===== src/epm_params.svh =====
// Purpose: constants for the path performance monitor
// Assumes: 100 MHz system clock
// Notes: byte offsets on a 32-bit classic Wishbone slave
`ifndef EPM_PARAMS_SVH
`define EPM_PARAMS_SVH

// ---------------------------------------------------------------
// timing
// ---------------------------------------------------------------
`define EPM_CLK_HZ 100000000
`define EPM_TICK_S 1
`define EPM_SEC_CYCLES (`EPM_CLK_HZ * `EPM_TICK_S)
`define EPM_SECS_15M 900
`define EPM_SECS_24H 86400

// ---------------------------------------------------------------
// classification figures
// ---------------------------------------------------------------
`define EPM_CRC_SES_LIMIT 805
`define EPM_EBIT_SES_LIMIT 830
`define EPM_RAI_SES_LIMIT 1000
`define EPM_UNAV_RUN 10

// ---------------------------------------------------------------
// register byte offsets
// ---------------------------------------------------------------
`define EPM_REG_CTRL 8'h00
`define EPM_REG_LIM_ES15 8'h04
`define EPM_REG_LIM_SES15 8'h08
`define EPM_REG_LIM_W 8'h0C
`define EPM_REG_LIM_ES24 8'h10
`define EPM_REG_LIM_SES24 8'h14
`define EPM_REG_STATUS 8'h18
`define EPM_REG_C1 8'h1C
`define EPM_REG_C2 8'h20
`define EPM_REG_C3 8'h24
`define EPM_REG_C4 8'h28
`define EPM_REG_BBE 8'h2C
`define EPM_REG_TOD 8'h30

// ---------------------------------------------------------------
// fields and reset values
// ---------------------------------------------------------------
`define EPM_CTRL_HYST 0
`define EPM_CTRL_BBE_CLR 1
`define EPM_RST_LIM_ES15 16'h0032
`define EPM_RST_LIM_SES15 16'h000A
`define EPM_RST_LIM_W 16'h0014
`define EPM_RST_LIM_ES24 16'h0096
`define EPM_RST_LIM_SES24 16'h0014
`endif


===== src/epm_pkg.sv =====
// Purpose: types for the path performance monitor
// Assumes: nothing
// Notes: whole module state is one packed struct
package epm_pkg;
	typedef enum logic [2:0] {
		EPM_REP_ES15_CROSS = 3'h0,
		EPM_REP_SES15_CROSS = 3'h1,
		EPM_REP_ES15_CLEAR = 3'h2,
		EPM_REP_SES15_CLEAR = 3'h3,
		EPM_REP_ES24_CROSS = 3'h4,
		EPM_REP_SES24_CROSS = 3'h5,
		EPM_REP_PERIOD_LOG = 3'h6
	} epm_report_t;

	typedef struct packed {
		logic [31:0] div;
		logic [9:0] sec15;
		logic [16:0] tod;
		logic [14:0] day;
		logic [15:0] rx_crc;
		logic [15:0] tx_ebit;
		logic [15:0] tx_rai;
		logic rx_lof;
		logic rx_los;
		logic [3:0] rx_run;
		logic [3:0] tx_run;
		logic rx_unav;
		logic tx_unav;
		logic [15:0] c1;
		logic [15:0] c2;
		logic [15:0] c3;
		logic [15:0] c4;
		logic [31:0] bbe;
		logic es15_flag;
		logic ses15_flag;
		logic es24_flag;
		logic ses24_flag;
		logic hyst;
		logic [15:0] lim_es15;
		logic [15:0] lim_ses15;
		logic [15:0] lim_w;
		logic [15:0] lim_es24;
		logic [15:0] lim_ses24;
		logic [6:0] pend;
		logic [6:0][31:0] pval;
		logic [6:0][31:0] pstamp;
		logic ack;
		logic [31:0] rdat;
		logic log_valid;
		logic [2:0] log_kind;
		logic [31:0] log_value;
		logic [31:0] log_stamp;
		logic unav;
	} epm_state_t;
endpackage


===== src/epm_monitor.sv =====
// Purpose: per-second classification and 15-minute/24-hour counting for one framed 2048 kbit/s path
// Assumes: framer event inputs come from logic on clk_in, one pulse per frame event
// Notes: reports leave one per cycle on the log port, no back-pressure
//
// Operation
// - count a receive anomaly for every errored CRC-4 block reported
// - count a transmit anomaly for every far-end block error bit received
// - detect receive defects: frame alignment lost and signal lost
// - detect a transmit defect whenever the remote alarm bit is set
// - accumulate events per second and classify each second
// - receive second with frame or signal loss is errored and severe
// - receive: one CRC error makes errored; 805 or more make severe
// - transmit: one far-end error makes errored; 830 or more make severe
// - transmit: one remote alarm makes errored; severe limit is a parameter
// - background block errors count CRC errors outside receive-severe seconds, receive only
// - enter unavailable time at the end of ten consecutive severe seconds
// - path unavailable if either direction is unavailable
// - counting is suppressed during unavailable time
// - separate errored and severe counters for 15-minute and 24-hour windows
// - 15-minute counters clear each period, each with own limit
// - 15-minute handling selectable: without or with hysteresis
// - no hysteresis: crossing sends stamped report, counting continues
// - no hysteresis: period end logs both 15-minute counters
// - hysteresis errored: one report, then clear report when period ends at or below W
// - hysteresis severe: one report, then clear report when period ends at zero
// - 24-hour counters clear each day, each with own limit
// - 24-hour crossing sends one stamped report per day per counter
// - optional pattern generator, not built here
`timescale 1ns/1ps
`include "epm_params.svh"

module epm_monitor #(
	parameter int SEC_CYCLES = `EPM_SEC_CYCLES,
	parameter logic [15:0] RAI_SES_LIMIT = 16'(`EPM_RAI_SES_LIMIT)
) (
	input wire logic clk_in,
	input wire logic nrst_in,
	input wire logic wb_cyc_in,
	input wire logic wb_stb_in,
	input wire logic wb_we_in,
	input wire logic [7:0] wb_adr_in,
	input wire logic [3:0] wb_sel_in,
	input wire logic [31:0] wb_dat_in,
	output logic wb_ack_out,
	output logic [31:0] wb_dat_out,
	input wire logic crc_block_err_in,
	input wire logic far_block_err_in,
	input wire logic frame_align_lost_in,
	input wire logic signal_lost_in,
	input wire logic remote_alarm_in,
	output logic log_valid_out,
	output epm_pkg::epm_report_t log_kind_out,
	output logic [31:0] log_value_out,
	output logic [31:0] log_stamp_out,
	output logic path_unavail_out
);
	import epm_pkg::*;

	epm_state_t s_q;
	epm_state_t s_d;

	// ---------------------------------------------------------------
	// helpers
	// ---------------------------------------------------------------
	// counters stop at all ones so a long outage never reads as a small count
	function automatic logic [15:0] sat16(input logic [15:0] v, input logic inc);
		sat16 = (inc && v != 16'hFFFF) ? v + 16'h0001 : v;
	endfunction

	// only lanes 0 and 1 reach the 16-bit limits
	function automatic logic [15:0] wr16(input logic [15:0] old, input logic [31:0] dat, input logic [3:0] sel);
		wr16 = {sel[1] ? dat[15:8] : old[15:8], sel[0] ? dat[7:0] : old[7:0]};
	endfunction

	// ---------------------------------------------------------------
	// next state
	// ---------------------------------------------------------------
	always_comb begin
		logic tick;
		logic end15;
		logic end24;
		logic rx_es;
		logic rx_ses;
		logic tx_es;
		logic tx_ses;
		logic es;
		logic severe_errored_second;
		logic avail;
		logic [31:0] stamp;
		logic [32:0] bbe_sum;
		logic wr;
		logic rd;
		logic [6:0] set;
		logic [6:0][31:0] setv;
		logic done;
		logic bbe_acc;
		tick = 1'b0;
		end15 = 1'b0;
		end24 = 1'b0;
		rx_es = 1'b0;
		rx_ses = 1'b0;
		tx_es = 1'b0;
		tx_ses = 1'b0;
		es = 1'b0;
		severe_errored_second = 1'b0;
		avail = 1'b0;
		stamp = 32'h0000_0000;
		bbe_sum = 33'h0_0000_0000;
		set = 7'h00;
		setv = '0;
		done = 1'b0;
		wr = 1'b0;
		rd = 1'b0;
		bbe_acc = 1'b0;
		s_d = s_q;

		// ---------------------------------------------------------------
		// time base
		// ---------------------------------------------------------------
		tick = (s_q.div == 32'(SEC_CYCLES - 1));
		s_d.div = tick ? 32'h0000_0000 : s_q.div + 32'h0000_0001;
		end15 = tick && (s_q.sec15 == 10'(`EPM_SECS_15M - 1));
		end24 = tick && (s_q.tod == 17'(`EPM_SECS_24H - 1));
		stamp = {s_q.day, s_q.tod};
		// day number wraps after 32768 days; it only feeds the stamp
		if (tick) begin
			s_d.sec15 = end15 ? 10'h000 : s_q.sec15 + 10'h001;
			s_d.tod = end24 ? 17'h0_0000 : s_q.tod + 17'h0_0001;
			s_d.day = end24 ? s_q.day + 15'h0001 : s_q.day;
		end

		// ---------------------------------------------------------------
		// per-second classification
		// ---------------------------------------------------------------
		rx_ses = s_q.rx_lof || s_q.rx_los || s_q.rx_crc >= 16'(`EPM_CRC_SES_LIMIT);
		rx_es = rx_ses || s_q.rx_crc != 16'h0000;
		// the alarm severe limit is still undecided, hence a parameter
		tx_ses = s_q.tx_ebit >= 16'(`EPM_EBIT_SES_LIMIT) || s_q.tx_rai >= RAI_SES_LIMIT;
		tx_es = tx_ses || s_q.tx_ebit != 16'h0000 || s_q.tx_rai != 16'h0000;
		es = rx_es || tx_es;
		severe_errored_second = rx_ses || tx_ses;

		// events landing on the tick open the new second, so none is lost
		if (tick) begin
			s_d.rx_crc = {15'h0000, crc_block_err_in};
			s_d.tx_ebit = {15'h0000, far_block_err_in};
			s_d.tx_rai = {15'h0000, remote_alarm_in};
			s_d.rx_lof = frame_align_lost_in;
			s_d.rx_los = signal_lost_in;
		end else begin
			s_d.rx_crc = sat16(s_q.rx_crc, crc_block_err_in);
			s_d.tx_ebit = sat16(s_q.tx_ebit, far_block_err_in);
			s_d.tx_rai = sat16(s_q.tx_rai, remote_alarm_in);
			s_d.rx_lof = s_q.rx_lof || frame_align_lost_in;
			s_d.rx_los = s_q.rx_los || signal_lost_in;
		end

		// ---------------------------------------------------------------
		// unavailable time, per direction
		// ---------------------------------------------------------------
		// a run counts seconds that disagree with the present state of the direction
		// limitation: the severe seconds before entry stay counted, there is no look-back
		if (tick) begin
			if (s_q.rx_unav == rx_ses) begin
				s_d.rx_run = 4'h0;
			end else if (s_q.rx_run == 4'(`EPM_UNAV_RUN - 1)) begin
				s_d.rx_run = 4'h0;
				s_d.rx_unav = !s_q.rx_unav;
			end else begin
				s_d.rx_run = s_q.rx_run + 4'h1;
			end

			if (s_q.tx_unav == tx_ses) begin
				s_d.tx_run = 4'h0;
			end else if (s_q.tx_run == 4'(`EPM_UNAV_RUN - 1)) begin
				s_d.tx_run = 4'h0;
				s_d.tx_unav = !s_q.tx_unav;
			end else begin
				s_d.tx_run = s_q.tx_run + 4'h1;
			end
		end

		// availability after this second's update decides whether it is counted
		avail = !(s_d.rx_unav || s_d.tx_unav);
		s_d.unav = !avail;

		// ---------------------------------------------------------------
		// counters and thresholds
		// ---------------------------------------------------------------
		// background errors only in available seconds that are not severe on receive
		bbe_acc = tick && avail && !rx_ses;
		if (tick && avail) begin
			s_d.c1 = sat16(s_q.c1, es);
			s_d.c2 = sat16(s_q.c2, severe_errored_second);
			s_d.c3 = sat16(s_q.c3, es);
			s_d.c4 = sat16(s_q.c4, severe_errored_second);
			if (!rx_ses) begin
				bbe_sum = {1'b0, s_q.bbe} + {17'h0_0000, s_q.rx_crc};
				s_d.bbe = bbe_sum[32] ? 32'hFFFF_FFFF : bbe_sum[31:0];
			end
		end
		// crossings are judged only in available seconds, like the counting itself
		if (tick && avail) begin
			if (s_d.c1 > s_q.lim_es15 && !s_q.es15_flag) begin
				s_d.es15_flag = 1'b1;
				set[EPM_REP_ES15_CROSS] = 1'b1;
				setv[EPM_REP_ES15_CROSS] = {16'h0000, s_d.c1};
			end

			if (s_d.c2 > s_q.lim_ses15 && !s_q.ses15_flag) begin
				s_d.ses15_flag = 1'b1;
				set[EPM_REP_SES15_CROSS] = 1'b1;
				setv[EPM_REP_SES15_CROSS] = {16'h0000, s_d.c2};
			end

			if (s_d.c3 > s_q.lim_es24 && !s_q.es24_flag) begin
				s_d.es24_flag = 1'b1;
				set[EPM_REP_ES24_CROSS] = 1'b1;
				setv[EPM_REP_ES24_CROSS] = {16'h0000, s_d.c3};
			end

			if (s_d.c4 > s_q.lim_ses24 && !s_q.ses24_flag) begin
				s_d.ses24_flag = 1'b1;
				set[EPM_REP_SES24_CROSS] = 1'b1;
				setv[EPM_REP_SES24_CROSS] = {16'h0000, s_d.c4};
			end
		end

		// ---------------------------------------------------------------
		// period boundaries
		// ---------------------------------------------------------------
		// counts here include the final second of the period
		if (end15) begin
			if (!s_q.hyst) begin
				set[EPM_REP_PERIOD_LOG] = 1'b1;
				setv[EPM_REP_PERIOD_LOG] = {s_d.c2, s_d.c1};
				s_d.es15_flag = 1'b0;
				s_d.ses15_flag = 1'b0;
			end else begin
				// no period log in this mode, only cross and clear reports
				// a report sent in the final second holds off the clear until a later one
				if (s_q.es15_flag && s_d.c1 <= s_q.lim_w) begin
					s_d.es15_flag = 1'b0;
					set[EPM_REP_ES15_CLEAR] = 1'b1;
					setv[EPM_REP_ES15_CLEAR] = {16'h0000, s_d.c1};
				end
				if (s_q.ses15_flag && s_d.c2 == 16'h0000) begin
					s_d.ses15_flag = 1'b0;
					set[EPM_REP_SES15_CLEAR] = 1'b1;
					setv[EPM_REP_SES15_CLEAR] = {16'h0000, s_d.c2};
				end
			end
			s_d.c1 = 16'h0000;
			s_d.c2 = 16'h0000;
		end
		if (end24) begin
			s_d.c3 = 16'h0000;
			s_d.c4 = 16'h0000;
			s_d.es24_flag = 1'b0;
			s_d.ses24_flag = 1'b0;
		end

		// ---------------------------------------------------------------
		// report queue: one pending slot per kind, lowest kind first
		// ---------------------------------------------------------------
		// at most seven reports a second, far fewer than the cycles in one
		s_d.log_valid = 1'b0;
		for (int k = 0; k < 7; k++) begin
			if (s_q.pend[k] && !done) begin
				done = 1'b1;
				s_d.pend[k] = 1'b0;
				s_d.log_valid = 1'b1;
				s_d.log_kind = 3'(k);
				s_d.log_value = s_q.pval[k];
				s_d.log_stamp = s_q.pstamp[k];
			end
		end
		for (int k = 0; k < 7; k++) begin
			if (set[k]) begin
				// new event beats the slot being emptied in the same cycle
				s_d.pend[k] = 1'b1;
				s_d.pval[k] = setv[k];
				s_d.pstamp[k] = stamp;
			end
		end

		// ---------------------------------------------------------------
		// wishbone slave, one wait state, ack dropped after one cycle
		// ---------------------------------------------------------------
		// writes land on the edge at which the master sees ack, as classic cycles expect
		wr = wb_cyc_in && wb_stb_in && wb_we_in && s_q.ack;
		// read data is built one cycle ahead and shown only with ack
		rd = wb_cyc_in && wb_stb_in && !wb_we_in && !s_q.ack;
		s_d.ack = wb_cyc_in && wb_stb_in && !s_q.ack;
		s_d.rdat = 32'h0000_0000;
		if (wr) begin
			unique case (wb_adr_in)
				`EPM_REG_CTRL: begin
					if (wb_sel_in[0]) begin
						s_d.hyst = wb_dat_in[`EPM_CTRL_HYST];
						// a clear loses to accumulation in the same cycle
						if (wb_dat_in[`EPM_CTRL_BBE_CLR] && !bbe_acc) begin
							s_d.bbe = 32'h0000_0000;
						end
					end
				end
				`EPM_REG_LIM_ES15: s_d.lim_es15 = wr16(s_q.lim_es15, wb_dat_in, wb_sel_in);
				`EPM_REG_LIM_SES15: s_d.lim_ses15 = wr16(s_q.lim_ses15, wb_dat_in, wb_sel_in);
				`EPM_REG_LIM_W: s_d.lim_w = wr16(s_q.lim_w, wb_dat_in, wb_sel_in);
				`EPM_REG_LIM_ES24: s_d.lim_es24 = wr16(s_q.lim_es24, wb_dat_in, wb_sel_in);
				`EPM_REG_LIM_SES24: s_d.lim_ses24 = wr16(s_q.lim_ses24, wb_dat_in, wb_sel_in);
				default: begin
				end
			endcase
		end
		if (rd) begin
			unique case (wb_adr_in)
				`EPM_REG_CTRL: s_d.rdat = {31'h0000_0000, s_q.hyst};
				`EPM_REG_LIM_ES15: s_d.rdat = {16'h0000, s_q.lim_es15};
				`EPM_REG_LIM_SES15: s_d.rdat = {16'h0000, s_q.lim_ses15};
				`EPM_REG_LIM_W: s_d.rdat = {16'h0000, s_q.lim_w};
				`EPM_REG_LIM_ES24: s_d.rdat = {16'h0000, s_q.lim_es24};
				`EPM_REG_LIM_SES24: s_d.rdat = {16'h0000, s_q.lim_ses24};
				`EPM_REG_STATUS: begin
					s_d.rdat[0] = s_q.rx_unav;
					s_d.rdat[1] = s_q.tx_unav;
					s_d.rdat[2] = s_q.unav;
					s_d.rdat[3] = s_q.es15_flag;
					s_d.rdat[4] = s_q.ses15_flag;
					s_d.rdat[5] = s_q.es24_flag;
					s_d.rdat[6] = s_q.ses24_flag;
				end
				`EPM_REG_C1: s_d.rdat = {16'h0000, s_q.c1};
				`EPM_REG_C2: s_d.rdat = {16'h0000, s_q.c2};
				`EPM_REG_C3: s_d.rdat = {16'h0000, s_q.c3};
				`EPM_REG_C4: s_d.rdat = {16'h0000, s_q.c4};
				`EPM_REG_BBE: s_d.rdat = s_q.bbe;
				`EPM_REG_TOD: s_d.rdat = stamp;
				default: s_d.rdat = 32'h0000_0000;
			endcase
		end
	end

	// ---------------------------------------------------------------
	// state register
	// ---------------------------------------------------------------
	always_ff @(posedge clk_in) begin
		if (!nrst_in) begin
			s_q <= '0;
			// limits return to their defaults; software must write them again
			s_q.lim_es15 <= `EPM_RST_LIM_ES15;
			s_q.lim_ses15 <= `EPM_RST_LIM_SES15;
			s_q.lim_w <= `EPM_RST_LIM_W;
			s_q.lim_es24 <= `EPM_RST_LIM_ES24;
			s_q.lim_ses24 <= `EPM_RST_LIM_SES24;
		end else begin
			s_q <= s_d;
		end
	end

	// ---------------------------------------------------------------
	// outputs, all straight from the state register
	// ---------------------------------------------------------------
	assign wb_ack_out = s_q.ack;
	assign wb_dat_out = s_q.rdat;
	assign log_valid_out = s_q.log_valid;
	assign log_kind_out = epm_report_t'(s_q.log_kind);
	assign log_value_out = s_q.log_value;
	assign log_stamp_out = s_q.log_stamp;
	assign path_unavail_out = s_q.unav;
endmodule


===== config.mk =====
export PLATFORM = sky130hd
export DESIGN_NAME = epm_monitor
export DESIGN_NICKNAME = d
export VERILOG_FILES = /design/src/epm_pkg.sv /design/src/epm_monitor.sv
export VERILOG_INCLUDE_DIRS = /design/src
export SDC_FILE = /design/constraint.sdc
export NUM_CORES = 2
export LEC_CHECK = 0
export BUFFER_PORTS_ARGS = -buffer_cell sky130_fd_sc_hd__buf_2
export CORE_MARGIN = 2
export CORE_UTILIZATION = 62
export DETAILED_ROUTE_END_ITERATION = 10
export PLACE_DENSITY_LB_ADDON = 0.1
export SKIP_CTS_REPAIR_TIMING = 1
export SLEW_MARGIN = 10
export SYNTH_ARGS = -nofsm -noshare
export SYNTH_HDL_FRONTEND = slang
export SYNTH_SLANG_ARGS = --single-unit

===== constraint.sdc =====
create_clock -name clk_in -period 6.9 [get_ports clk_in]
set_clock_uncertainty 0.05 [all_clocks]
set_input_delay 1.38 -clock clk_in [delete_from_list [all_inputs] [get_ports clk_in]]
set_output_delay 1.38 -clock clk_in [all_outputs]
set_load 0.1 [all_outputs]

==> impl_metrics.json <==
{
  "max_cap_violations": 0,
  "switchingPower_mw": 2.04,
  "drive_above_1_share_pct": 8.95,
  "maxSlewViolCount": 0,
  "rows": 89,
  "powerDensity_nw_per_um2": 232,
  "fmax_ghz": 0.158,
  "vias_per_cell": 6.19,
  "cp_slowest_cell": "a211o_4",
  "place_inst": 4943,
  "coreArea_um2": 58800,
  "fin_crit_sh_pct": 91.9,
  "dieArea_um2": 61100,
  "worstMarginPinSlew_ns": 1.13,
  "wl_per_cell_um": 22.0,
  "synth.area.top_cells": "dfxtp_1 42%, mux2i_1 7.4%, nor2_1 5.7%",
  "antenna_cells": 0,
  "die_y_um": 247,
  "clock_sinks": 776,
  "grt_pass1_vias": 28548,
  "path_cells": "ha_1 -> and4_1 -> nand4_2 -> nor4_4 -> buf_4 -> o21ai_2 -> or4_1 -> nor2_1 -> xor2_1 -> ha_1 -> a21o_1 -> a21o_1 -> a21oi_1 -> nor2b_1 -> o21ai_0 -> a32o_1 -> a211o_4 -> mux2i_1 -> nor2_1",
  "path_clk_slew_ns": 0.06,
  "critPathMaxStageDelay_ns": 0.89,
  "power_frac_clock_pct": 49.5,
  "drtPass1Iterations": 6,
  "p_int_mw": 7.19,
  "initial_utilization_pct": 62.4,
  "post-synth-top-count-cell": "dfxtp_1",
  "cellLeakagePower_nw": 15.8,
  "hpwlAfterDp_mm": 73.8,
  "syn_avg_cell_area_um2": 8.38,
  "cts-root-buf": "clkbuf_16",
  "yosys.area.top_type": "dfxtp_1",
  "synth-simple-area-share_pct": 19.5,
  "numPortBuffers": 137,
  "via_count": 31510,
  "grt_usage_pct": 36.1,
  "crit_arrival_ns": 6.79,
  "drt-total-wl_mm": 112,
  "synth_compound_area_share_pct": 15.6,
  "grt_max_degree": 177,
  "sw_frac_of_total_pct": 22.1,
  "max-clock-path-buffers": 3,
  "power_frac_comb_pct": 1.8,
  "synth_nets": 4548,
  "antenna_left": 0,
  "antenna_found_initial": 3,
  "setup_viol": 0,
  "cp-end-kind": "flip-flop",
  "synth_edf_count": 0,
  "die_width_um": 247,
  "hold_class": "reg2reg",
  "tritoncts": "built",
  "num_io_pins": 156,
  "h-tree-depth": 3,
  "ys_top_cells_by_count": "776 x dfxtp_1, 557 x nor2_1, 546 x nand2_1",
  "status": "complete, no violations",
  "finalHoldViolations": 0,
  "clk_latency_ns": 0.66,
  "total_power_mw": 9.23,
  "yosys_most_used_dff": "dfxtp_1",
  "drc": 0,
  "syn2layout_area_growth_pct": 8.58,
  "fin_cells": 5088,
  "drtIter0Drc": 3506,
  "fin_ws_ns": 0.558,
  "rsz0062_at_grt": "no",
  "synth_seq_cells": 776,
  "multi_input_area_um2": 18700,
  "finish.utilization_pct": 67.7,
  "required_ns": 7.35,
  "synthesis.area_um2": 36700,
  "place_congestion": 0.957,
  "ir_worst_vdd_mv": 0.235,
  "dp_slack_ns": 0.798,
  "synth.lib_cells_used.distinct": 81,
  "fillers": 5004,
  "cts_buffers": 82,
  "cp_max_fo": 49,
  "nets": 4424,
  "ff_latch_area_um2": 15500,
  "max_slew_margin_pct": 24.4,
  "synth_seq_area_share_pct": 42.4,
  "synth_top_area_share_pct": 42.4,
  "yosysWarnings": 0,
  "syn_inst": 4378,
  "synth_fa_ha_area_share_pct": 3.98,
  "synthMuxAreaShare_pct": 7.68,
  "setup_tns_ns": 0,
  "grt_pass1_wl_mm": 169,
  "overflow": 0,
  "crit_type": "reg2reg",
  "async_reset_ff_share_pct": 0,
  "min_period_ns": 6.34,
  "seq_power_share_pct": 48.7,
  "synth_top_family_by_area": "simple AND/OR/NAND/NOR gates",
  "synth_xor_area_share_pct": 3.99,
  "cp-start-kind": "flip-flop"
}
## worst paths after layout
| kind | start | endpoint | slack [ns] | depth (start not counted) |
|---|---|---|---|---|
| min | s_q[534] | s_q[534] | 0.40 | 2 |
| max | s_q[840] | s_q[102] | 0.56 | 19 |
| max reg2reg | s_q[840] | s_q[102] | 0.56 | 19 |
| min reg2reg | s_q[534] | s_q[534] | 0.40 | 2 |
## per-layer routing
metal  vias up  part of all wire (%)  GRT usage, %
li1      14835                     -             -
met1     14960                    43          49.6
met2      1397                    44          55.2
met3       314                   8.1          5.51
met4         4                   5.3          18.3
met5         -                 0.021             0
## stage by stage
step / instance area (um2) / hold slack, ns
after floorplan: 36700 / 0.375
after global placement: 37000 / 0.387
after detailed placement: 37000 / 0.394
after CTS: 39800 / 0.405
after global routing: 39800 / 0.418
final: 39800 / 0.402
## sequential cells by signal, summed over array words and instances (netlist names)
signal and count:
s_q 674, log_stamp_out 32, log_kind_out 3, log_value_out 32, wb_ack_out 1, log_valid_out 1
wb_dat_out 32, path_unavail_out 1
## placed cells by master (no fill, tap or decap), types with 10 or more instances in the layout
cell / synthesis / final
and4_1: 12 / 12
nor3_1: 46 / 45
o21a_1: 20 / 20
nand3_1: 136 / 136
inv_1: 160 / 160
clkbuf_1: 257 / 19
o211ai_1: 11 / 11
nor2b_1: 49 / 49
nand4_1: 79 / 79
xnor2_1: 64 / 64
a221oi_1: 43 / 43
a211oi_1: 26 / 25
dfxtp_1: 776 / 769
a22oi_1: 51 / 51
ha_1: 115 / 115
buf_4: 103 / 49
and2_1: 20 / 20
o21ai_0: 144 / 143
a21oi_1: 336 / 336
mux2i_1: 270 / 270
nor2_2: 0 / 10
o221ai_1: 35 / 35
or2_2: 10 / 10
xor2_1: 103 / 103
nor2_1: 557 / 545
nor4_1: 26 / 24
clkbuf_8: 0 / 18
a31oi_1: 29 / 29
a21o_1: 29 / 29
a22o_1: 82 / 82
mux2_2: 10 / 10
nand2_1: 546 / 544
buf_2: 22 / 136
a222oi_1: 10 / 10
and3_1: 44 / 44
or3_1: 27 / 27
clkbuf_16: 0 / 84
## layout make-up
cell class,instances,share of cell area (%)
clock inverter,24,0.927
timing repair buffer,191,2.91
clock buffer,121,6.08
tap,773,2.43
multi-input combinational,3042,47.1
inverter,161,1.54
sequential,776,39.1
## power groups by stage
| stage | combinational (mW) | sequential, mW | clock (mW) |
|---|---|---|---|
| final | 0.168 | 4.49 | 4.57 |
| after global routing | 0.178 | 4.49 | 4.79 |
| after CTS | 0.164 | 4.49 | 4.60 |
| after detailed placement | 0.164 | 4.59 | 0 |
| after global placement | 0.163 | 4.59 | 0 |
| after floorplan | 0.0959 | 4.59 | 0 |
## worst max-delay path: cells and delay by family (launching register included)
kind                     cells  cell delay, ns
XOR/XNOR                     1            0.67
AO/OA/AOI/OAI                7            2.02
buffers and inverters        1            0.26
multiplexers                 1            0.32
AND/OR/NAND/NOR              7            1.83
adder cells (fa/ha/maj)      2            0.60
flip-flops                   1            0.36
## kinds of logic (layout without fill, tap and decap cells)
group | count (synthesis) | after routing
adders and majority gates | 116 | 116
and+or+nand+nor | 1598 | 1598
muxes | 280 | 280
AOI/OAI and AO/OA | 881 | 881
DFF | 776 | 776
xor gates and xnor gates | 167 | 167
buffers and inverters | 560 | 497
No activity file was read; power rests on OpenSTA's default activity.
